**src/design/qec_pkg.sv**
```systemverilog
package qec_pkg;
    localparam int QEC_NUM_CH = 4;
    localparam int CNT_W = 24;
    localparam int FILT_W = 14;
    localparam int FILT_CNT_W = 18;
    localparam int PERIOD_W = 18;
    localparam int PWIDTH_W = 14;
    localparam int PRE_W = 18;
    localparam int ADDR_W = 8;
    localparam int DATA_W = 32;
    localparam int STAT_W = QEC_NUM_CH + 1;
    // index of each line in a channel's input group
    localparam int IN_A = 0;
    localparam int IN_B = 1;
    localparam int IN_Z = 2;
    localparam int IN_GP = 3;
    localparam int STAT_TIMER = QEC_NUM_CH;
    // clock and time bases
    localparam int CLK_PERIOD_PS = 5000;
    localparam int FILT_UNIT_NS = 100;
    localparam int FILT_UNIT_CYC = (FILT_UNIT_NS * 1000 + CLK_PERIOD_PS - 1) / CLK_PERIOD_PS;
    localparam int PULSE_UNIT_US = 10;
    localparam int PULSE_UNIT_CYC = PULSE_UNIT_US * 1000000 / CLK_PERIOD_PS;
    localparam int TIMER_UNIT_MS = 1;
    localparam int TIMER_UNIT_CYC = TIMER_UNIT_MS * 1000000000 / CLK_PERIOD_PS;
    // code limits: filter 0.1 us .. 1056.1 us, pulse 0 .. 104.45 ms, timer 1 ms .. 200 s
    localparam logic [FILT_W-1:0] FILT_MAX_CODE = 14'h2940;
    localparam logic [PWIDTH_W-1:0] PWIDTH_MAX_CODE = 14'h28CD;
    localparam logic [PERIOD_W-1:0] PERIOD_MIN_CODE = 18'h00001;
    localparam logic [PERIOD_W-1:0] PERIOD_MAX_CODE = 18'h30D40;
    // register byte offsets
    localparam logic [ADDR_W-1:0] OFS_CTRL = 8'h00;
    localparam logic [ADDR_W-1:0] OFS_STATUS = 8'h04;
    localparam logic [ADDR_W-1:0] OFS_MASK = 8'h08;
    localparam logic [ADDR_W-1:0] OFS_INPUTS = 8'h0C;
    localparam logic [ADDR_W-1:0] OFS_PERIOD = 8'h10;
    localparam logic [ADDR_W-1:0] OFS_PWIDTH = 8'h14;
    localparam logic [ADDR_W-1:0] OFS_COUNT = 8'h20;
    localparam logic [ADDR_W-1:0] OFS_COMPARE = 8'h30;
    localparam logic [ADDR_W-1:0] OFS_FILTER = 8'h40;
    // control register fields
    localparam int CTRL_SRC_LSB = 0;
    localparam int CTRL_MODE_LSB = 4;
    localparam int CTRL_TIMER_EN = 8;
    // values after reset
    localparam logic [PERIOD_W-1:0] RST_PERIOD = 18'h003E8;
    localparam logic [PWIDTH_W-1:0] RST_PWIDTH = 14'h0000;
    localparam logic [FILT_W-1:0] RST_FILT = 14'h0000;
    localparam logic [CNT_W-1:0] RST_COMPARE = 24'h000000;
    localparam logic [STAT_W-1:0] RST_MASK = 5'h00;
endpackage

```
**src/design/qec_chan_if.sv**
```systemverilog
`timescale 1ns/1ps
interface qec_chan_if;
    logic src_sel;
    logic mode_updown;
    logic [qec_pkg::FILT_W-1:0] filt_code;
    logic [qec_pkg::CNT_W-1:0] compare;
    logic load;
    logic [qec_pkg::CNT_W-1:0] load_val;
    logic [3:0] diff_in;
    logic [3:0] ttl_in;
    logic [qec_pkg::CNT_W-1:0] count;
    logic match;
    logic gp_level;

    modport ctl (
        output src_sel, mode_updown, filt_code, compare, load, load_val, diff_in, ttl_in,
        input count, match, gp_level
    );
    modport chan (
        input src_sel, mode_updown, filt_code, compare, load, load_val, diff_in, ttl_in,
        output count, match, gp_level
    );
endinterface

```
**src/design/qec_channel.sv**
```systemverilog
`timescale 1ns/1ps
module qec_channel (
    // clock, reset, enable
    input wire logic core_clk,
    input wire logic reset,
    input wire logic ce,
    // control side
    qec_chan_if.chan ch
);
    import qec_pkg::*;

    typedef struct packed {
        logic [3:0] raw;
        logic [3:0] filt;
        logic [3:0][FILT_CNT_W-1:0] fcnt;
        logic [1:0] prev_ab;
        logic [CNT_W-1:0] count;
        logic match;
    } qec_chan_state_t;

    qec_chan_state_t state;
    qec_chan_state_t next_state;
    logic [FILT_CNT_W-1:0] width_cyc;
    logic step;
    logic up;
    logic dn;

    // change must persist (code + 1) * 0.1 us before it is accepted
    assign width_cyc = (FILT_CNT_W'(ch.filt_code) + 1'b1) * FILT_CNT_W'(FILT_UNIT_CYC);

    always_comb begin
        next_state = state;
        step = 1'b0;
        up = 1'b0;
        dn = 1'b0;
        next_state.raw = ch.src_sel ? ch.ttl_in : ch.diff_in;
        for (int i = 0; i < 4; i++) begin
            if (state.raw[i] == state.filt[i]) begin
                next_state.fcnt[i] = '0;
            end else if (state.fcnt[i] + 1'b1 >= width_cyc) begin
                next_state.filt[i] = state.raw[i];
                next_state.fcnt[i] = '0;
            end else begin
                next_state.fcnt[i] = state.fcnt[i] + 1'b1;
            end
        end
        next_state.prev_ab = state.filt[IN_B:IN_A];
        if (ch.mode_updown) begin
            // separate up and down pulse lines; simultaneous edges cancel
            up = state.filt[IN_A] & ~state.prev_ab[0];
            dn = state.filt[IN_B] & ~state.prev_ab[1];
            if (up && dn) begin
                up = 1'b0;
                dn = 1'b0;
            end
        end else begin
            // x4 decode; a double change is a phase error and is dropped
            step = (state.filt[IN_A] ^ state.prev_ab[0]) ^ (state.filt[IN_B] ^ state.prev_ab[1]);
            up = step & (state.filt[IN_A] ^ state.prev_ab[1]);
            dn = step & ~(state.filt[IN_A] ^ state.prev_ab[1]);
        end
        if (state.filt[IN_Z]) begin
            next_state.count = '0;
        end else if (ch.load) begin
            next_state.count = ch.load_val;
        end else if (up) begin
            next_state.count = state.count + 1'b1;
        end else if (dn) begin
            next_state.count = state.count - 1'b1;
        end
        next_state.match = (next_state.count == ch.compare) &&
            (next_state.count != state.count);
    end

    always_ff @(posedge core_clk) begin
        if (reset) begin
            state <= '0;
        end else if (ce) begin
            state <= next_state;
        end
    end

    assign ch.count = state.count;
    assign ch.match = state.match;
    assign ch.gp_level = state.filt[IN_GP];
endmodule // qec_channel

```
**src/design/qec_top.sv**
```systemverilog
// Function
// - four channels, 24-bit up/down counters
// - quadrature A/B decoding sets count direction
// - per-channel choice of differential or logic input
// - count equals compare: interrupt plus output pulse
// - interval timer interrupt, 1 ms to 200 s
// - per-channel noise filter, 0.1 to 1056.1 us
// - shared match pulse width, 0 to 104.45 ms
// - per-channel general input level readable
// - all events share one interrupt line
//
// Our own choices: the address map and the strobed register port.
`timescale 1ns/1ps
module qec_top #(
    parameter int TIMER_UNIT_CYCLES = qec_pkg::TIMER_UNIT_CYC
) (
    // clock, reset, enable
    input wire logic core_clk,
    input wire logic reset,
    input wire logic ce,
    // register port
    input wire logic [qec_pkg::ADDR_W-1:0] reg_addr,
    input wire logic [qec_pkg::DATA_W-1:0] reg_wdata,
    input wire logic reg_wr,
    input wire logic reg_rd,
    output logic [qec_pkg::DATA_W-1:0] reg_rdata,
    // differential receiver side, one bit per channel
    input wire logic [qec_pkg::QEC_NUM_CH-1:0] diff_phase_a,
    input wire logic [qec_pkg::QEC_NUM_CH-1:0] diff_phase_b,
    input wire logic [qec_pkg::QEC_NUM_CH-1:0] diff_index_clear_input,
    input wire logic [qec_pkg::QEC_NUM_CH-1:0] diff_gp_in,
    // logic-level receiver side, one bit per channel
    input wire logic [qec_pkg::QEC_NUM_CH-1:0] ttl_phase_a,
    input wire logic [qec_pkg::QEC_NUM_CH-1:0] ttl_phase_b,
    input wire logic [qec_pkg::QEC_NUM_CH-1:0] ttl_index_clear_input,
    input wire logic [qec_pkg::QEC_NUM_CH-1:0] ttl_gp_in,
    // outputs
    output logic [qec_pkg::QEC_NUM_CH-1:0] match_out,
    output logic irq
);
    import qec_pkg::*;

    localparam int US_PRE_W = 11;

    typedef struct packed {
        logic [QEC_NUM_CH-1:0] src_sel;
        logic [QEC_NUM_CH-1:0] mode_updown;
        logic timer_en;
        logic [STAT_W-1:0] mask;
        logic [STAT_W-1:0] status;
        logic [PERIOD_W-1:0] period;
        logic [PWIDTH_W-1:0] pwidth;
        logic [QEC_NUM_CH-1:0][CNT_W-1:0] compare;
        logic [QEC_NUM_CH-1:0][FILT_W-1:0] filt;
        logic [PRE_W-1:0] ms_pre;
        logic [PERIOD_W-1:0] ms_cnt;
        logic [US_PRE_W-1:0] us_pre;
        logic [QEC_NUM_CH-1:0][PWIDTH_W-1:0] pcnt;
        logic [QEC_NUM_CH-1:0] pulse;
        logic irq;
        logic [DATA_W-1:0] rdata;
    } qec_top_state_t;

    qec_top_state_t state;
    qec_top_state_t next_state;
    logic [QEC_NUM_CH-1:0] ch_match;
    logic [QEC_NUM_CH-1:0] ch_gp;
    logic [QEC_NUM_CH-1:0][CNT_W-1:0] ch_count;
    logic [QEC_NUM_CH-1:0] ch_load;
    logic [STAT_W-1:0] events;
    logic ms_tick;
    logic us_tick;
    logic [PERIOD_W-1:0] wr_period;
    logic [PWIDTH_W-1:0] wr_pwidth;
    logic [FILT_W-1:0] wr_filt;

    qec_chan_if ch_if[QEC_NUM_CH] ();

    genvar g;
    generate
        for (g = 0; g < QEC_NUM_CH; g++) begin : gen_ch
            assign ch_if[g].src_sel = state.src_sel[g];
            assign ch_if[g].mode_updown = state.mode_updown[g];
            assign ch_if[g].filt_code = state.filt[g];
            assign ch_if[g].compare = state.compare[g];
            assign ch_if[g].load = ch_load[g];
            assign ch_if[g].load_val = reg_wdata[CNT_W-1:0];
            assign ch_if[g].diff_in = {diff_gp_in[g], diff_index_clear_input[g],
                diff_phase_b[g], diff_phase_a[g]};
            assign ch_if[g].ttl_in = {ttl_gp_in[g], ttl_index_clear_input[g],
                ttl_phase_b[g], ttl_phase_a[g]};
            assign ch_match[g] = ch_if[g].match;
            assign ch_gp[g] = ch_if[g].gp_level;
            assign ch_count[g] = ch_if[g].count;
            assign ch_load[g] = reg_wr && (reg_addr == OFS_COUNT + ADDR_W'(g * 4));
            // each channel filters with 0.1 us granularity, ample for 1 MHz inputs
            qec_channel u_channel (
                .core_clk(core_clk),
                .reset(reset),
                .ce(ce),
                .ch(ch_if[g].chan)
            );
        end
    endgenerate

    // writes are clamped so the stored code is always inside its legal range
    always_comb begin
        wr_period = reg_wdata[PERIOD_W-1:0];
        if (reg_wdata[DATA_W-1:PERIOD_W] != '0 || wr_period > PERIOD_MAX_CODE) begin
            wr_period = PERIOD_MAX_CODE;
        end else if (wr_period < PERIOD_MIN_CODE) begin
            wr_period = PERIOD_MIN_CODE;
        end
        wr_pwidth = reg_wdata[PWIDTH_W-1:0];
        if (reg_wdata[DATA_W-1:PWIDTH_W] != '0 || wr_pwidth > PWIDTH_MAX_CODE) begin
            wr_pwidth = PWIDTH_MAX_CODE;
        end
        wr_filt = reg_wdata[FILT_W-1:0];
        if (reg_wdata[DATA_W-1:FILT_W] != '0 || wr_filt > FILT_MAX_CODE) begin
            wr_filt = FILT_MAX_CODE;
        end
    end

    assign ms_tick = state.timer_en && (state.ms_pre == PRE_W'(TIMER_UNIT_CYCLES - 1));
    assign us_tick = (state.us_pre == US_PRE_W'(PULSE_UNIT_CYC - 1));

    always_comb begin
        next_state = state;
        events = '0;
        // register writes
        if (reg_wr) begin
            if (reg_addr == OFS_CTRL) begin
                next_state.src_sel = reg_wdata[CTRL_SRC_LSB +: QEC_NUM_CH];
                next_state.mode_updown = reg_wdata[CTRL_MODE_LSB +: QEC_NUM_CH];
                next_state.timer_en = reg_wdata[CTRL_TIMER_EN];
            end
            if (reg_addr == OFS_MASK) begin
                next_state.mask = reg_wdata[STAT_W-1:0];
            end
            if (reg_addr == OFS_PERIOD) begin
                next_state.period = wr_period;
            end
            if (reg_addr == OFS_PWIDTH) begin
                next_state.pwidth = wr_pwidth;
            end
            for (int i = 0; i < QEC_NUM_CH; i++) begin
                if (reg_addr == OFS_COMPARE + ADDR_W'(i * 4)) begin
                    next_state.compare[i] = reg_wdata[CNT_W-1:0];
                end
                if (reg_addr == OFS_FILTER + ADDR_W'(i * 4)) begin
                    next_state.filt[i] = wr_filt;
                end
            end
        end
        // interval timer; disabling it restarts the period from zero
        if (!state.timer_en) begin
            next_state.ms_pre = '0;
            next_state.ms_cnt = '0;
        end else if (ms_tick) begin
            next_state.ms_pre = '0;
            if (state.ms_cnt + 1'b1 >= state.period) begin
                next_state.ms_cnt = '0;
                events[STAT_TIMER] = 1'b1;
            end else begin
                next_state.ms_cnt = state.ms_cnt + 1'b1;
            end
        end else begin
            next_state.ms_pre = state.ms_pre + 1'b1;
        end
        // free-running 10 us base for the match pulses
        next_state.us_pre = us_tick ? '0 : state.us_pre + 1'b1;
        for (int i = 0; i < QEC_NUM_CH; i++) begin
            events[i] = ch_match[i];
            if (ch_match[i]) begin
                next_state.pulse[i] = 1'b1;
                next_state.pcnt[i] = '0;
            end else if (state.pulse[i]) begin
                // shared base means the first step may be short by up to 10 us
                if (state.pcnt[i] >= state.pwidth) begin
                    next_state.pulse[i] = 1'b0;
                end else if (us_tick) begin
                    next_state.pcnt[i] = state.pcnt[i] + 1'b1;
                end
            end
        end
        // sticky status: read clears, a new event in the same cycle survives
        if (reg_rd && reg_addr == OFS_STATUS) begin
            next_state.status = events;
        end else begin
            next_state.status = state.status | events;
        end
        next_state.irq = |(next_state.status & next_state.mask);
        // read data, valid the cycle after the strobe; unmapped reads give zero
        next_state.rdata = '0;
        if (reg_rd) begin
            unique case (reg_addr)
                OFS_CTRL: begin
                    next_state.rdata[CTRL_SRC_LSB +: QEC_NUM_CH] = state.src_sel;
                    next_state.rdata[CTRL_MODE_LSB +: QEC_NUM_CH] = state.mode_updown;
                    next_state.rdata[CTRL_TIMER_EN] = state.timer_en;
                end
                OFS_STATUS: next_state.rdata[STAT_W-1:0] = state.status;
                OFS_MASK: next_state.rdata[STAT_W-1:0] = state.mask;
                OFS_INPUTS: begin
                    next_state.rdata[QEC_NUM_CH-1:0] = ch_gp;
                    next_state.rdata[2*QEC_NUM_CH-1:QEC_NUM_CH] = state.pulse;
                end
                OFS_PERIOD: next_state.rdata[PERIOD_W-1:0] = state.period;
                OFS_PWIDTH: next_state.rdata[PWIDTH_W-1:0] = state.pwidth;
                default: begin
                    for (int i = 0; i < QEC_NUM_CH; i++) begin
                        if (reg_addr == OFS_COUNT + ADDR_W'(i * 4)) begin
                            next_state.rdata[CNT_W-1:0] = ch_count[i];
                        end
                        if (reg_addr == OFS_COMPARE + ADDR_W'(i * 4)) begin
                            next_state.rdata[CNT_W-1:0] = state.compare[i];
                        end
                        if (reg_addr == OFS_FILTER + ADDR_W'(i * 4)) begin
                            next_state.rdata[FILT_W-1:0] = state.filt[i];
                        end
                    end
                end
            endcase
        end
    end

    always_ff @(posedge core_clk) begin
        if (reset) begin
            state <= '0;
            state.period <= RST_PERIOD;
            state.pwidth <= RST_PWIDTH;
            state.mask <= RST_MASK;
            for (int i = 0; i < QEC_NUM_CH; i++) begin
                state.compare[i] <= RST_COMPARE;
                state.filt[i] <= RST_FILT;
            end
        end else if (ce) begin
            state <= next_state;
        end
    end

    assign reg_rdata = state.rdata;
    assign match_out = state.pulse;
    assign irq = state.irq;
endmodule // qec_top

```
**config.mk**
```make
export PLATFORM = sky130hd
export DESIGN_NAME = qec_top
export DESIGN_NICKNAME = d
export VERILOG_FILES = /design/src/design/qec_pkg.sv /design/src/design/qec_chan_if.sv /design/src/design/qec_channel.sv /design/src/design/qec_top.sv
export SDC_FILE = /design/constraint.sdc
export NUM_CORES = 2
export LEC_CHECK = 0
export BUFFER_PORTS_ARGS = -buffer_cell sky130_fd_sc_hd__clkbuf_2
export CAP_MARGIN = 40
export CORE_ASPECT_RATIO = 0.8
export CORE_MARGIN = 8
export CORE_UTILIZATION = 40
export DETAILED_ROUTE_END_ITERATION = 8
export PLACE_DENSITY = 0.66
export SLEW_MARGIN = 20
export SYNTH_ARGS = -nofsm -noshare
export SYNTH_HDL_FRONTEND = slang
export SYNTH_SLANG_ARGS = --single-unit
```
**constraint.sdc**
```tcl
create_clock -name core_clk -period 5.3 [get_ports core_clk]
set_input_delay 0.265 -clock core_clk [delete_from_list [all_inputs] [get_ports core_clk]]
set_output_delay 0.265 -clock core_clk [all_outputs]
set_load 0.05 [all_outputs]
```
* Yosys cells after proc, flatten, opt, wreduce, memory -nomap -nowiden
Cells that the tools add are included.
Cells by class: multipliers 4, add/sub/neg operators 35, equal/unequal tests 48, reduce and logical (&&, ||, !) cells 66, muxes and demuxes 134, order comparisons 25, bitwise gates (word level) 62
Operators by type and width (count):
- $mux 24 | 29
- $mux 18 | 37
- $add 18x1->18 const B | 18
- $mux 14 | 22
- $ge 18x18->1 | 17
- $add 24x1->24 const B | 4
- $eq 24x24->1 | 4
- $ne 24x24->1 | 4
- $sub 24x1->24 const B | 4
- $reduce_and 3->1 | 27
- $mul 18x3->16 const B | 4
- $eq 8x6->1 const B | 8
- $add 14x1->15 const B | 4
- $add 14x1->14 const B | 4
- $ge 14x14->1 | 4
- $mux 36 | 1
- $eq 8x7->1 const B | 4
- $mux 1 | 31
- $pmux 5 s6 | 1
- $gt 14x14->1 const B | 2
- $not 1->1 | 28
- $eq 18x18->1 const B | 1
- $gt 18x18->1 const B | 1
- $lt 18x1->1 const B | 1
- 32 further kinds | 114
Storage, ports and cells: input port bits 77, word-level logic and storage cells 447, bits in registers 763, output and inout port bits 37

* Logic depth before layout (Yosys ltp)
word-level depth 19, gate-level depth with buffers 27, mapped depth without buffers 25

* By module
A second synthesis with hierarchy kept.
Second synthesis, totals: cells, all modules 7808, area, all modules 60599.4 µm²
Modules (own cells, without submodules):
- qec_channel at gen_ch[0].u_channel ... | times used 3, cells each 1367, sequential area each 2142.1 µm², area an instance 10473.8 µm²
- qec_top | times used 1, cells each 2234, sequential area each 6706.4 µm², area an instance 18012.3 µm²
- qec_channel at gen_ch[1].u_channel | times used 1, cells each 1473, sequential area each 2142.1 µm², area an instance 11165.7 µm²

* Worst setup path after synthesis
No wires, ideal clock.
kind register to register, start register state, in the netlist ch_if[2].filt_code[2], end register gen_ch[2].u_channel.state[82] (netlist bit), period minus slack after synthesis 5338 ps, data arrival time 5279 ps, library setup time 60 ps, cell stages (with the launch flop) 24, path buffers 2, slack -38 ps, data required time 5240 ps, cell sequence dfxtp_1 > clkbuf_1 > nand3_1 > xor2_1 > inv_1 > ha_1 > ha_1 > fa_1 > a21o_1 > a21oi_1 > o21bai_1 > a21oi_1 > xor2_1 > ha_1 > a21o_1 > a21o_1 > a21oi_1 > o211ai_1 > or3_1 > maj3_1 > maj3_1 > nor2_1 > clkbuf_1 > a22o_1
On the way: cells in the longest elaborated chain, start to end 5
Ends and longest elaborated chain:
- start: declaration | line qec_top.sv:64 | qec_top_state_t state;
- start signal: assignment | line qec_top.sv:238 | state <= next_state;
- $add 14x1->15 | line qec_channel.sv:29 | assign width_cyc = (FILT_CNT_W'(ch.filt_code) + 1'b1) * FILT_CNT_W'(FILT_UNIT_CYC);
- $mul 18x3->16 | line qec_channel.sv:29
- $ge 18x18->1 | line qec_channel.sv:40 | end else if (state.fcnt[i] + 1'b1 >= width_cyc) begin
- $mux 18 | line qec_channel.sv:40
- $mux 18 | line qec_channel.sv:38 | if (state.raw[i] == state.filt[i]) begin
- end signal: assignment | line qec_channel.sv:79 | state <= next_state;
- end: declaration | line qec_channel.sv:21 | qec_chan_state_t state;
No other way between the ends. A chain may end at the register's enable or synchronous reset.

* Worst setup path in the final report
start register state, in the netlist ch_if[0].filt_code[1], end register gen_ch[0].u_channel.state[81] (netlist bit)
On the way: cells in the longest elaborated chain, start to end 5
Ends and longest elaborated chain (line):
- $add 14x1->15 | qec_channel.sv:29
- $mul 18x3->16 | qec_channel.sv:29
- $ge 18x18->1 | qec_channel.sv:40
- $mux 18 | qec_channel.sv:40
- $mux 18 | qec_channel.sv:38
- end signal: assignment | qec_channel.sv:79
- end: declaration | qec_channel.sv:21
No other way between the ends.

==> run summary <==
RUN STATUS
----------------------------------------------------------------------------------------
Outcome                                                                     finished with violations
Failing checks                                                                       DRC

LOGIC SYNTHESIS
----------------------------------------------------------------------------------------
Area share of the leading cell type in the synthesized netlist                     26.3%
Most instantiated flip-flop cell in the synthesis netlist                        dfxtp_1
Most area-hungry cell type in the Yosys netlist                                  dfxtp_1
Share of synthesized area occupied by flip-flops and latches                       26.3%
FFs w/ async S/R, synth                                                               0%
Flop and latch count out of synthesis                                                763
Warnings from Yosys                                                                    0
Post-Syn Area                                                               0.0581 sq mm
Cell with the most instances after synthesis                                     nand2_1
Ranking of synthesized cells by instance count                              854 x nand2_1, 763 x dfxtp_1, 669 x nor2_1
Cells after Synth                                                                   7615
Largest cells by area after synthesis                                       dfxtp_1 26%, ha_1 9.4%, nand2_1 5.5%
Post-synth cell types                                                                101
Average size of a mapped cell                                                 7.62 sq um
Number of synthesized flops with an enable pin                                         0

GLOBAL ROUTING
----------------------------------------------------------------------------------------
Vias in the first global route                                                     55700
Total gr overflow                                                                      0
Wire length of the first global-routing pass                                      355 mm
Number of antenna violations at the first check in global routing                     12
Maximum number of pins on one net before global-route repair                         189
GRT Util Overall                                                                   28.7%

CRITICAL PATH
----------------------------------------------------------------------------------------
Worst r2r path cells                                                                  24
Capturing element of the worst setup path                                   gen_ch[0].u_channel.state[81]
Minimum setup slack among reg-to-reg paths                                       0.12 ns
Cell with the largest stage delay on the worst path                               maj3_2
Reg-to-reg critical path endpoint                                           gen_ch[0].u_channel.state[81]
Startpoint Class                                                                register
Launch point of the worst path                                              ch_if[0].filt_code[1]
Req. time, crit path                                                             5.97 ns
Largest stage delay on the critical path                                         0.38 ns
Beginning of the worst register-to-register path                            ch_if[0].filt_code[1]
Chain of cells forming the critical path                                    buf_4, nand3_2, nor3_2, and3_4, nand3_2, xnor2_2, ha_1, ha_4, a21o_1, a2111oi_4, o211ai_1, nand2_1, xnor2_2, buf_4, ha_1, nand2_1, nor3_1, o31ai_1, o211ai_1, a31o_2, maj3_1, maj3_2, or3_1, o21ai_1
Crit. End Element                                                               register
Kind of critical path                                                       register to register
Worst Path Arrival                                                               5.85 ns
Critical-path maximum fanout                                                           5

DETAILED ROUTING
----------------------------------------------------------------------------------------
ANT nets after route                                                                   0
Residual DRC count                                                                     8
Routed wire length                                                                243 mm
Initial DRC count                                                                   8733
Detail-routed net length per standard cell                                       25.1 um
Detailed-route vias per instance                                                    6.35
TritonRoute pass-1 iters                                                               9
Total via count after detailed routing                                             61400

STA
----------------------------------------------------------------------------------------
Worst-case headroom to the max-slew limit                                          19.8%
Setup Skew                                                                     0.0628 ns
Slew at the pin closest to its max-slew limit                                    1.20 ns
Maximum clock frequency                                                          193 MHz
Portion of the clock cycle consumed by the worst path in the final layout          97.7%
Number of endpoints failing setup at the final stage                                   0
RSZ-0062 raised after global routing                                                true
Pins Over Slew Limit                                                                   0
Final Hold Violating Endpoints                                                         0
Final critical path time including I/O delays and setup                          5.18 ns

WORST HOLD PATH
----------------------------------------------------------------------------------------
Hold path startpoint                                                        reg_wdata[0]
Class of the worst hold path                                                input port to register
Cell depth of the worst hold path                                                      4

CLOCK NETWORK
----------------------------------------------------------------------------------------
Clock tree from TritonCTS                                                            yes
CTS HTree Levels                                                                       3
Bufs on Longest Clock Path                                                             3
Clock transition at the registers of the reported paths                          0.07 ns
Clock Root Buffer                                                              clkbuf_16
Total clock sinks                                                                    763
Worst-Skew Late Latency                                                          0.77 ns
Number of buffers created by CTS                                                      90

FLOORPLANNING
----------------------------------------------------------------------------------------
Die boundary height                                                               357 um
Die width                                                                         442 um
Initial Util                                                                       40.1%
Site row count                                                                       125
I/O pin cnt                                                                          114
Core footprint                                                               0.145 sq mm
Floorplan die area                                                           0.158 sq mm

FINAL LAYOUT
----------------------------------------------------------------------------------------
Final nets                                                                          8208
Layout-stage area growth over the synthesis result                                 13.9%
Final Cell Area                                                             0.0661 sq mm
Proportion of layout cells with a drive suffix above 1                             11.3%
Fill cell count                                                                    14200
Sequential cell area                                                        0.0153 sq mm
Multi-input combinational cell area                                         0.0406 sq mm
Fin cells                                                                           9668

PLACE
----------------------------------------------------------------------------------------
Number of buffers added on ports                                                     105
Placement Cell Area                                                         0.0616 sq mm
HPWL after DPL                                                                    177 mm
Number of placed instances with taps included                                       9435
Final RePlAce weighted congestion                                                   1.04

POWER
----------------------------------------------------------------------------------------
IR Drop Worst-Case VDD                                                        0.000256 V
Leakage power summed over all cells                                            0.0264 uW
Power per cell area                                                          199 mW/mm^2

RUN
----------------------------------------------------------------------------------------
Max cap viols                                                                          0

-- area by class of cell --
class	count	area share [%]
diodes	7	0.0265
clock buffers	125	3.89
clock inverters	33	0.712
inverters	241	1.38
multi-input cells	6085	61.4
flip-flops and latches	763	23.2
well taps	1905	3.61
repair buffers	509	5.79
-- power by group --
group / internal, uW / switching [uW] / total (uW)
clock: 3800 / 2820 / 6620
combinational: 180 / 586 / 766
sequential: 5750 / 34.1 / 5790
total: 9730 / 3440 / 13200
-- cell usage in the layout, fill, tap and decap left out, drive strengths merged, types with 34 or more instances in the layout --
| cell type | count |
|---|---|
| mux2i | 84 |
| clkbuf | 229 |
| nor3 | 145 |
| ha | 437 |
| o22ai | 73 |
| buf | 372 |
| nand4 | 168 |
| nand2b | 80 |
| inv | 235 |
| nor2b | 81 |
| nand3 | 316 |
| a22o | 107 |
| o21ai | 285 |
| and2 | 62 |
| dfxtp | 763 |
| or3 | 86 |
| or4 | 58 |
| o211ai | 42 |
| nor4 | 98 |
| nand2 | 854 |
| xnor2 | 309 |
| and3 | 185 |
| or2 | 38 |
| a222oi | 46 |
| a21o | 106 |
| a211oi | 87 |
| a22oi | 124 |
| a21oi | 546 |
| xor2 | 220 |
| a31oi | 78 |
| a221oi | 34 |
| nor2 | 669 |
| a32oi | 54 |
| o31ai | 118 |
| o21a | 55 |
-- metal layers --
metal / GRT usage (%) / vias up / routed length (um)
met5: 0 / - / 45
met3: 8.90 / 691 / 30400
met2: 40.0 / 3437 / 94100
met1: 40.2 / 29100 / 105000
met4: 12.8 / 8 / 13400
li1: - / 28100 / -
-- worst max-delay path: cells and delay by family (launching register included) --
family | cells | cell delay (ns)
adder cells (fa/ha/maj) | 5 | 1.58
buffers and inverters | 2 | 0.30
XOR/XNOR | 2 | 0.25
flip-flops | 1 | 0.34
AO/OA/AOI/OAI | 7 | 1.34
AND/OR/NAND/NOR | 8 | 1.27
-- cell families after synthesis --
logic type | synth area share [%]
compound gates | 23.9
flops | 26.3
mux | 1.64
xor+xnor | 8.10
fa+ha+maj | 9.78
other cells | 0.00646
buf+inv | 5.27
simple gates | 25.0
-- state kept, by name, summed over array words and instances (netlist names), 8 cells and up --
register                     cells
state                          146
gen_ch.u_channel.ch.count       96
gen_ch.u_channel.state         316
ch_if.filt_code                 56
reg_rdata                       24
gen_ch.u_channel.next_state      8
ch_if.compare                   96
-- through the flow --
step	power (uW)	setup WS (ns)	hold WS, ns	setup TNS [ns]	util, %
floorplan	6260	0.00707	0.428	0	-
global route	13500	-0.125	0.0527	-2.53	45.7
CTS	13200	0.00447	0.0162	0	45.0
global placement	6590	-0.154	0.440	-2.40	42.4
finish	13200	0.120	0.0481	0	45.7
detailed placement	6610	-0.230	0.454	-13.70	42.6
-- timing repair --
action	in CTS	in global routing
gates resized for setup	40	168
setup buffers	2	25
endpoints found under the setup margin	190	288
hold buffers	33	0
pin swaps	11	62
hold endpoints to repair	60	0
-- worst min-delay path by stage --
stage	to	slack, ns
after floorplan	reg_rdata[0]	0.43
after global placement	state[121]	0.44
after detailed placement	state[121]	0.45
after CTS	gen_ch[2].u_channel.state[104]	0.02
after global routing	ch_if[3].compare[17]	0.05
final	ch_if[3].compare[0]	0.05
No activity file was read; power rests on OpenSTA's default activity.
